<file path="config.mk">
export PLATFORM = sky130hd
export DESIGN_NAME = uep_endpoint
export DESIGN_NICKNAME = d
export VERILOG_FILES = /design/src/design/uep_pkg.sv /design/src/design/uep_fifo.sv /design/src/design/uep_endpoint.sv
export VERILOG_INCLUDE_DIRS = /design/src /design/src/design
export SDC_FILE = /design/constraint.sdc
export NUM_CORES = 2
export LEC_CHECK = 0
export BUFFER_PORTS_ARGS = -buffer_cell sky130_fd_sc_hd__buf_2
export CAP_MARGIN = 20
export CORE_MARGIN = 5
export CORE_UTILIZATION = 38
export DETAILED_ROUTE_END_ITERATION = 7
export GPL_TIMING_DRIVEN = 1
export SYNTH_ARGS = -nofsm -noshare
export SYNTH_HDL_FRONTEND = slang
export SYNTH_HIERARCHICAL = 1
export SYNTH_SLANG_ARGS = --single-unit
</file>
<file path="constraint.sdc">
create_clock -name clk_sys -period 10.1 [get_ports clk_sys]
set_input_delay 2.02 -clock clk_sys [delete_from_list [all_inputs] [get_ports clk_sys]]
set_output_delay 2.02 -clock clk_sys [all_outputs]
set_load 0.01 [all_outputs]
</file>
<file path="src/design/uep_cfg.svh">
// Constants of the stream endpoint pair: offsets, bits, limits.
// Assumes inclusion by the package and the testbench.
`ifndef UEP_CFG_SVH
`define UEP_CFG_SVH
`define UEP_A_TXD   6'h29
`define UEP_A_TXS   6'h2a
`define UEP_A_TXC   6'h2b
`define UEP_A_RXD   6'h2d
`define UEP_A_RXS   6'h2e
`define UEP_A_RXC   6'h2f
`define UEP_EN      0
`define UEP_LAST    1
`define UEP_TGL     2
`define UEP_FLUSH   3
`define UEP_RFF     4
`define UEP_IGNSET  2
`define UEP_IGNMSK  7
`define UEP_WL      6:5
`define UEP_IX      5:0
`define UEP_ERR     3
`define UEP_RXC_MSK 8'h6d
`define UEP_DEPTH   7'h40
`define UEP_TC_MAX  7'h1f
`define UEP_RC_MAX  7'h0f
`define UEP_LIM1    7'h04
`define UEP_LIM2    7'h08
`define UEP_LIM3    7'h10
`define UEP_PID_D0  8'hc3
`define UEP_PID_D1  8'h4b
`define UEP_BUF_D   8
`endif

</file>
<file path="src/design/uep_pkg.sv">
// Types of the stream endpoint pair.
// Assumes the constants header is on the include path.
`include "uep_cfg.svh"
package uep_pkg;
  typedef enum logic [1:0] {TX_IDLE, TX_SEND, TX_WAIT} uep_tx_st_t;
  typedef struct packed {
    logic       wr;
    logic       rd;
    logic [5:0] addr;
    logic [7:0] wdata;
  } uep_reg_req_t;
  typedef struct packed {
    logic       start;
    logic       setup;
    logic       pid1;
    logic       byte_vld;
    logic [7:0] data;
    logic       good;
    logic       err;
    logic       ack_sent;
  } uep_rx_in_t;
  typedef struct packed {
    uep_tx_st_t       txs;
    logic [7:0]       txc, rxc, rdata, pid;
    logic [63:0][7:0] tmem, rmem;
    logic [6:0]       twp, trp, tsv, rwp, rrp;
    logic             urun, ack, done, armed, tstart, eop, stuff, tstall, twarn;
    logic             ract, rwait, rsetup, rpid1, rgot, rstall, rack, rwarn;
    logic             bval, azlp;
    logic [3:0]       sta, stb;
  } uep_state_t;
endpackage

</file>
<file path="src/design/uep_fifo.sv">
// Small FIFO with a registered output word.
// Assumes one clock; clr empties it at once.
`timescale 1ns/1ps
`default_nettype none
module uep_fifo #(
  parameter int W = 8,
  parameter int D = 8
) (
  input  wire logic         clk_sys,
  input  wire logic         resetn,
  input  wire logic         clr,
  input  wire logic         in_valid,
  input  wire logic [W-1:0] in_data,
  output logic              in_ready,
  output logic              out_valid,
  output logic [W-1:0]      out_data,
  input  wire logic         out_ready,
  output logic              empty
);
  localparam int AW = $clog2(D);
  typedef struct packed {
    logic [D-1:0][W-1:0] mem;
    logic [AW:0]         wp, rp;
    logic                ov;
    logic [W-1:0]        od;
  } uep_fifo_st_t;
  uep_fifo_st_t s, n;
  logic [AW:0]  cnt;
  // Push, pop into the output stage
  always_comb begin
    n = s;
    cnt = AW'(0) + (s.wp - s.rp);
    in_ready = (cnt != (AW+1)'(D));
    if (out_ready) n.ov = 1'b0;
    if ((!s.ov || out_ready) && cnt != '0) begin
      n.od = s.mem[s.rp[AW-1:0]];
      n.ov = 1'b1;
      n.rp = s.rp + 1'b1;
    end
    if (in_valid && in_ready) begin
      n.mem[s.wp[AW-1:0]] = in_data;
      n.wp = s.wp + 1'b1;
    end
    if (clr) begin
      n.wp = '0;
      n.rp = '0;
      n.ov = 1'b0;
    end
  end
  always_ff @(posedge clk_sys or negedge resetn) begin
    if (!resetn) s <= '0;
    else s <= n;
  end
  assign out_valid = s.ov;
  assign out_data  = s.od;
  assign empty     = !s.ov && (s.wp == s.rp);
endmodule
`default_nettype wire

</file>
<file path="src/design/uep_endpoint.sv">
// One transmit and one receive stream endpoint: control and status.
// Assumes a protocol engine on the link side and a byte register port.
`timescale 1ns/1ps
`default_nettype none
module uep_endpoint
  import uep_pkg::*;
(
  input  wire logic         clk_sys,
  input  wire logic         resetn,
  input  wire uep_reg_req_t reg_req,
  output logic [7:0]        reg_rdata,
  input  wire logic         ep_iso,
  input  wire logic         ep_stall,
  input  wire logic         frame_number_lsb,
  input  wire logic         sof,
  input  wire logic         in_token,
  input  wire logic         host_ack,
  input  wire logic         tx_pkt_end,
  input  wire logic         tx_byte_ready,
  output logic              tx_start,
  output logic [7:0]        tx_pid,
  output logic              tx_byte_valid,
  output logic [7:0]        tx_byte,
  output logic              tx_eop_req,
  output logic              tx_force_stuff,
  output logic              tx_stall_hs,
  input  wire uep_rx_in_t   rx,
  output logic              rx_ack_req,
  output logic              rx_stall_hs,
  output logic              transmit_warning_event,
  output logic              rx_warning_event
);

  // ----------------------------------------
  // Helpers
  // ----------------------------------------
  // Warning limit decode
  function automatic logic [6:0] uep_lim(input logic [1:0] sel);
    unique case (sel)
      2'h0: return 7'h00;
      2'h1: return `UEP_LIM1;
      2'h2: return `UEP_LIM2;
      2'h3: return `UEP_LIM3;
    endcase
  endfunction

  // Saturating count
  function automatic logic [6:0] uep_sat(input logic [6:0] v,
                                         input logic [6:0] m);
    return (v > m) ? m : v;
  endfunction

  uep_state_t s, n;
  logic [6:0] tcnt;
  logic [6:0] tfree;
  logic [6:0] tfree_s;
  logic [6:0] rcnt;
  logic [6:0] rcnt_s;
  logic [6:0] rfree;
  logic       match;
  logic       qual;
  logic       upd;
  logic [3:0] nst;
  logic       buf_push;
  logic       buf_clr;
  logic [7:0] buf_din;
  logic       buf_rdy;
  logic       buf_empty;

  // ----------------------------------------
  // Next state
  // ----------------------------------------
  always_comb begin
    n = s;
    n.tstart = 1'b0;
    n.eop = 1'b0;
    n.stuff = 1'b0;
    n.tstall = 1'b0;
    n.rstall = 1'b0;
    n.rack = 1'b0;
    n.rdata = 8'h00;
    buf_push = 1'b0;
    buf_clr = 1'b0;
    buf_din = 8'h00;
    upd = 1'b0;
    nst = 4'h0;
    tcnt = 7'(s.twp - s.trp);
    tfree = 7'(`UEP_DEPTH - tcnt);
    tfree_s = uep_sat(tfree, `UEP_TC_MAX);
    rcnt = 7'(s.rwp - s.rrp);
    rcnt_s = uep_sat(rcnt, `UEP_RC_MAX);
    rfree = 7'(`UEP_DEPTH - rcnt);
    match = (s.txc[`UEP_TGL] == frame_number_lsb);
    qual = !ep_iso || s.txc[`UEP_IGNMSK] || match;

    // Register writes
    if (reg_req.wr) begin
      unique case (reg_req.addr)
        `UEP_A_TXD: begin
          if (tcnt != `UEP_DEPTH) begin
            n.tmem[s.twp[`UEP_IX]] = reg_req.wdata;
            n.twp = 7'(s.twp + 7'h01);
          end
        end
        `UEP_A_TXC: begin
          if (reg_req.wdata[`UEP_LAST] && !s.txc[`UEP_LAST]) begin
            n.tsv = s.trp;
          end
          n.txc = reg_req.wdata;
          n.txc[`UEP_FLUSH] = reg_req.wdata[`UEP_FLUSH] | s.txc[`UEP_FLUSH];
          n.txc[`UEP_RFF] = reg_req.wdata[`UEP_RFF] | s.txc[`UEP_RFF];
        end
        `UEP_A_RXC: begin
          n.rxc = reg_req.wdata & `UEP_RXC_MSK;
          n.rxc[`UEP_FLUSH] = n.rxc[`UEP_FLUSH] | s.rxc[`UEP_FLUSH];
        end
        default: ;
      endcase
    end

    // Register reads and their side effects
    if (reg_req.rd) begin
      unique case (reg_req.addr)
        `UEP_A_TXS: begin
          n.rdata = {s.urun, s.ack, s.done, tfree_s[4:0]};
          n.urun = 1'b0;
          n.ack = 1'b0;
          n.done = 1'b0;
        end
        `UEP_A_TXC: n.rdata = s.txc;
        `UEP_A_RXC: n.rdata = s.rxc;
        `UEP_A_RXS: begin
          n.rdata = {s.sta, rcnt_s[3:0]};
          if (s.bval) begin
            n.sta = s.stb;
            n.bval = 1'b0;
          end else begin
            n.sta = 4'h0;
          end
          n.azlp = 1'b0;
        end
        `UEP_A_RXD: begin
          if (rcnt != 7'h00) begin
            n.rdata = s.rmem[s.rrp[`UEP_IX]];
            n.rrp = 7'(s.rrp + 7'h01);
          end
        end
        default: ;
      endcase
    end

    // Arm the iso frame window
    if (ep_iso && s.txc[`UEP_EN] && !s.txc[`UEP_IGNMSK] && match
        && s.txs == TX_IDLE) begin
      n.armed = 1'b1;
    end

    // Transmit sequencing
    unique case (s.txs)
      TX_IDLE: begin
        if (s.txc[`UEP_FLUSH]) begin
          n.twp = 7'h00;
          n.trp = 7'h00;
          n.tsv = 7'h00;
          n.txc[`UEP_LAST] = 1'b0;
          n.txc[`UEP_FLUSH] = 1'b0;
          buf_clr = 1'b1;
        end else if (s.txc[`UEP_RFF]) begin
          n.trp = s.tsv;
          n.txc[`UEP_RFF] = 1'b0;
          buf_clr = 1'b1;
        end else if (in_token && s.txc[`UEP_EN]) begin
          if (ep_stall) begin
            n.tstall = 1'b1;
            n.txc[`UEP_EN] = 1'b0;
            n.done = 1'b1;
          end else if (qual) begin
            n.tstart = 1'b1;
            n.armed = 1'b0;
            n.txs = TX_SEND;
            // Iso forces DATA0
            n.pid = (ep_iso || !s.txc[`UEP_TGL]) ? `UEP_PID_D0 : `UEP_PID_D1;
          end
        end
      end
      TX_SEND: begin
        if (tcnt != 7'h00) begin
          if (buf_rdy) begin
            buf_push = 1'b1;
            buf_din = s.tmem[s.trp[`UEP_IX]];
            n.trp = 7'(s.trp + 7'h01);
          end
        end else if (buf_empty) begin
          if (s.txc[`UEP_LAST]) begin
            n.eop = 1'b1;
          end else begin
            n.stuff = 1'b1;
            n.urun = 1'b1;
          end
          n.txs = TX_WAIT;
        end
      end
      TX_WAIT: begin
        if (tx_pkt_end) begin
          n.txs = TX_IDLE;
          n.txc[`UEP_EN] = 1'b0;
          n.txc[`UEP_LAST] = 1'b0;
          n.done = 1'b1;
          n.ack = ep_iso;
        end
      end
    endcase

    // Host handshake after a non-iso packet
    if (host_ack && !ep_iso) n.ack = 1'b1;

    // Frame passed with no IN token served
    if (sof) begin
      n.armed = 1'b0;
      if (s.armed && s.txs == TX_IDLE && !n.tstart) begin
        n.twp = 7'h00;
        n.trp = 7'h00;
        n.tsv = 7'h00;
        n.txc[`UEP_EN] = 1'b0;
        n.txc[`UEP_LAST] = 1'b0;
        n.ack = 1'b0;
        n.done = 1'b1;
        buf_clr = 1'b1;
      end
    end

    // Warning levels
    n.twarn = s.txc[`UEP_EN] && (s.txc[`UEP_WL] != 2'h0)
              && (tcnt <= uep_lim(s.txc[`UEP_WL]));
    n.rwarn = (s.rxc[`UEP_WL] != 2'h0)
              && (rfree <= uep_lim(s.rxc[`UEP_WL]));

    // Receive packet start and acceptance
    if (rx.start) begin
      n.rsetup = rx.setup;
      n.rpid1 = rx.pid1;
      n.rgot = 1'b0;
      if (rx.setup) begin
        n.ract = !s.rxc[`UEP_IGNSET];
      end else if (s.rxc[`UEP_EN] && ep_stall) begin
        n.rstall = 1'b1;
        n.rxc[`UEP_EN] = 1'b0;
        n.ract = 1'b0;
      end else begin
        n.ract = s.rxc[`UEP_EN];
      end
    end

    // Receive bytes into the endpoint memory
    if (s.ract && rx.byte_vld && rcnt != `UEP_DEPTH) begin
      n.rmem[s.rwp[`UEP_IX]] = rx.data;
      n.rwp = 7'(s.rwp + 7'h01);
      n.rgot = 1'b1;
    end

    // Receive packet end
    if (s.ract && rx.err) begin
      n.ract = 1'b0;
      n.sta[`UEP_ERR] = 1'b1;
    end else if (s.ract && rx.good) begin
      n.ract = 1'b0;
      if (ep_iso) begin
        upd = 1'b1;
      end else begin
        n.rack = 1'b1;
        n.rwait = 1'b1;
      end
    end
    if (s.rwait && rx.ack_sent) begin
      n.rwait = 1'b0;
      upd = 1'b1;
    end

    // Status update, second copy behind a zero-length status
    if (upd) begin
      nst = {1'b0, s.rsetup, ep_iso ? frame_number_lsb : s.rpid1, 1'b1};
      if (!s.rsetup) n.rxc[`UEP_EN] = 1'b0;
      if (n.azlp && s.rsetup && s.rgot) begin
        n.stb = nst;
        n.bval = 1'b1;
      end else begin
        n.sta = n.sta | nst;
        n.azlp = !s.rgot;
      end
    end

    // Receive flush once reception is over
    if (s.rxc[`UEP_FLUSH] && !s.ract && !s.rwait && !rx.start) begin
      n.rwp = 7'h00;
      n.rrp = 7'h00;
      n.rxc[`UEP_FLUSH] = 1'b0;
    end
  end

  // ----------------------------------------
  // State register
  // ----------------------------------------
  always_ff @(posedge clk_sys or negedge resetn) begin
    if (!resetn) s <= '0;
    else s <= n;
  end

  // ----------------------------------------
  // Link-side byte buffer
  // ----------------------------------------
  uep_fifo #(
    .W (8),
    .D (`UEP_BUF_D)
  ) u_buf (
    .clk_sys   (clk_sys),
    .resetn    (resetn),
    .clr       (buf_clr),
    .in_valid  (buf_push),
    .in_data   (buf_din),
    .in_ready  (buf_rdy),
    .out_valid (tx_byte_valid),
    .out_data  (tx_byte),
    .out_ready (tx_byte_ready),
    .empty     (buf_empty)
  );

  // Registered outputs
  assign reg_rdata              = s.rdata;
  assign tx_start               = s.tstart;
  assign tx_pid                 = s.pid;
  assign tx_eop_req             = s.eop;
  assign tx_force_stuff         = s.stuff;
  assign tx_stall_hs            = s.tstall;
  assign rx_ack_req             = s.rack;
  assign rx_stall_hs            = s.rstall;
  assign transmit_warning_event = s.twarn;
  assign rx_warning_event       = s.rwarn;
endmodule
`default_nettype wire

</file>
==> impl_metrics.env <==
export IMPL_cp_max_fo=44
export IMPL_skew_ns=0.05094
export IMPL_h_tree_depth=3
export IMPL_ctsHoldBuffers=0
export IMPL_ctsLongestPathBuffers=3
export IMPL_synthCells=3892
export IMPL_synth_simple_area_share_pct=6.078
export IMPL_rows=142
export IMPL_antenna_cells=0
export IMPL_netlist_area_um2=57620
export IMPL_clk_latency_ns=0.76
export IMPL_design_power_total_mw=13.34
export IMPL_ys_seq_elements=1192
export IMPL_synth_top_family_by_area="multiplexers"
export IMPL_placed_area_um2=59650
export IMPL_cts_tree="yes"
export IMPL_routed_wl_mm=141.4
export IMPL_status="completed"
export IMPL_synthArstFlopShare_pct=100.0
export IMPL_setup_violations=0
export IMPL_fmax_ghz=0.1892
export IMPL_required_ns=10.71
export IMPL_die_h_um=399.4
export IMPL_path_cells="clkinv_1 > ha_1 > or2_2 > o21a_1 > or4_1 > and3_1 > a211oi_4 > buf_4 > buf_4 > or4_1 > mux2_2"
export IMPL_clk_pin_slew_ns=0.06
export IMPL_dp_cells=5718
export IMPL_worst_path_buf_inv=3
export IMPL_grtUsageTotal_pct=17.86
export IMPL_crit_slowest_cell="dfrtp_1"
export IMPL_path_class="reg -> reg"
export IMPL_final_area_um2=63870
export IMPL_slowest_delay_ns=0.97
export IMPL_crit_family="simple AND/OR/NAND/NOR gates"
export IMPL_cts_setup_buffers=0
export IMPL_finalHoldViolCount=0
export IMPL_synth_edf_count=0
export IMPL_grt_remaining_overflow=0
export IMPL_max_slew_margin_pct=24.10
export IMPL_routed_via_density=5.608
export IMPL_period_minus_slack_ns=5.286
export IMPL_start_kind="register"
export IMPL_yosys_area_share_xor_xnor_pct=0.3627
export IMPL_die_w_um=399.4
export IMPL_cp_data_arrival_time_ns=5.89
export IMPL_syn2layout_area_growth_pct=10.85
export IMPL_cts_num_sinks=1192
export IMPL_cellPowerDensity_nw_per_um2=208.8
export IMPL_yosysWarnings=6
export IMPL_leakagePower_nw=29.89
export IMPL_synth_cell_types=88
export IMPL_grt_pass1_vias=34820
export IMPL_antenna_left=0
export IMPL_drc=0
export IMPL_maxSlewViolCount=0
export IMPL_fin_crit_sh_pct=52.34
export IMPL_cts_resized_gates=0
export IMPL_numCtsBuffers=121
export IMPL_synth_mux_area_share_pct=34.97
export IMPL_grt_pass1_wl_mm=221.2
export IMPL_dieArea_um2=159500
export IMPL_finalSetupTns_ns=0
export IMPL_num_nets_final=3901
export IMPL_drt_pass1_iter_count=6
export IMPL_critPathCaptureType="register"
export IMPL_stdcell_count=5942
export IMPL_seq_area_frac_synth_pct=51.77
export IMPL_min_path_type="reg -> reg"
export IMPL_grt_setup_unrepaired="no"
export IMPL_synth_compound_area_share_pct=3.188
export IMPL_gp_congestion=0.8144
export IMPL_drive_gt1_share_pct=46.79
export IMPL_io_pins=74
export IMPL_start_util_pct=38.33
export IMPL_synthFlopType="dfrtp_1"
export IMPL_grt_max_degree=170
export IMPL_maxCapViolations=0
export IMPL_tightest_slew_ns=1.136
export IMPL_yosys_area_share_adder_pct=0.7644
export IMPL_routedWlPerCell_um=23.80
export IMPL_core_area_um2=150300
export IMPL_hpwl_mm=87.10
export IMPL_vias=33320
export IMPL_port_buffers=70
export IMPL_syn_avg_cell_area_um2=14.80
export IMPL_drtIter0Drc=2197
export IMPL_root_buffer="clkbuf_16"
export IMPL_ir_drop_mv=0.2076
export IMPL_antenna_found_initial=5
-- power by group --
| part | switching [mW] | internal, mW |
|---|---|---|
| Combinational | 1.90 | 1.31 |
| Clock | 1.98 | 2.73 |
| Sequential | 0.356 | 5.06 |
| Total | 4.24 | 9.10 |
-- kinds of logic after synthesis --
kind of cell | after synthesis
fa+ha+maj | 34
mux | 1490
xor+xnor | 23
flops | 1192
compound gates | 261
other cells | 1
buf+inv | 370
simple gates | 521
-- synth_stat cells, types with 30 or more instances --
cell type | number | share of area, %
clkbuf_1 | 197 | 1.3
mux4_2 | 298 | 12
nor3_4 | 30 | 0.85
a21oi_1 | 56 | 0.49
mux2i_1 | 84 | 1.5
buf_1 | 36 | 0.23
dfrtp_1 | 1192 | 52
ha_1 | 32 | 0.69
o21ai_0 | 55 | 0.48
buf_2 | 51 | 0.44
nand3_1 | 61 | 0.53
nor2_1 | 71 | 0.46
inv_1 | 45 | 0.29
mux2_2 | 1056 | 21
mux2_4 | 32 | 0.83
nand2_1 | 123 | 0.80
-- final timing paths --
check,start,slack (ns),cells past startpoint,endpoint
setup / recovery,s[29],4.81,11,s[538]
hold / removal,s[0],0.48,1,s[0]
setup reg to reg,s[29],4.81,11,s[538]
hold reg to reg,s[0],0.48,1,s[0]
max in group asynchronous,resetn,6.64,3,u_buf/s[69]
min in group asynchronous,resetn,1.27,1,s[1077]
-- routing by layer --
layer,up-vias,track usage (%),wire length (um)
met4,0,4.568,2935
met5,-,0,0
met3,192,2.511,6696
met2,706,27.89,64950
met1,18010,26.37,66850
li1,14420,-,-
-- metrics by stage --
stage	setup slack (ns)	util, %	hold WS [ns]
floorplan	5.738	-	0.4394
detailed placement	4.861	39.69	0.4610
CTS	4.830	42.48	0.4848
global placement	4.980	39.69	0.4616
global route	4.582	42.49	0.4937
finish	4.814	42.49	0.4819
-- cell usage in the layout, fill, tap and decap left out, types with 24 or more instances in the layout --
master | Yosys | routed
dfrtp_1 | 1192 | 1187
mux2_2 | 1056 | 1056
mux4_2 | 298 | 298
nand2_1 | 123 | 121
clkbuf_16 | 0 | 121
mux2i_1 | 84 | 84
nor2_1 | 71 | 71
buf_2 | 51 | 67
nand3_1 | 61 | 61
a21oi_1 | 56 | 56
o21ai_0 | 55 | 55
buf_4 | 27 | 53
inv_1 | 45 | 44
mux2_4 | 32 | 32
ha_1 | 32 | 32
nor3_4 | 30 | 30
nor2b_1 | 26 | 26
clkbuf_8 | 0 | 24
-- layout make-up --
cell class                 instances  area [um^2]
inverter                          49        183.9
clock inverter                    57        769.5
tap                             2016         2522
timing repair buffer             130        924.6
clock buffer                     166         3437
fill                           13750        86440
multi-input combinational       2332        26190
sequential                      1192        29840
-- state kept, by name, indices dropped and copies added, names as in the netlist, 3 cells and up --
signal	flops
u_buf/out_data	8
u_buf/s	72
s	1092
reg_rdata	8
tx_pid	3
No activity file was read; power rests on OpenSTA's default activity.
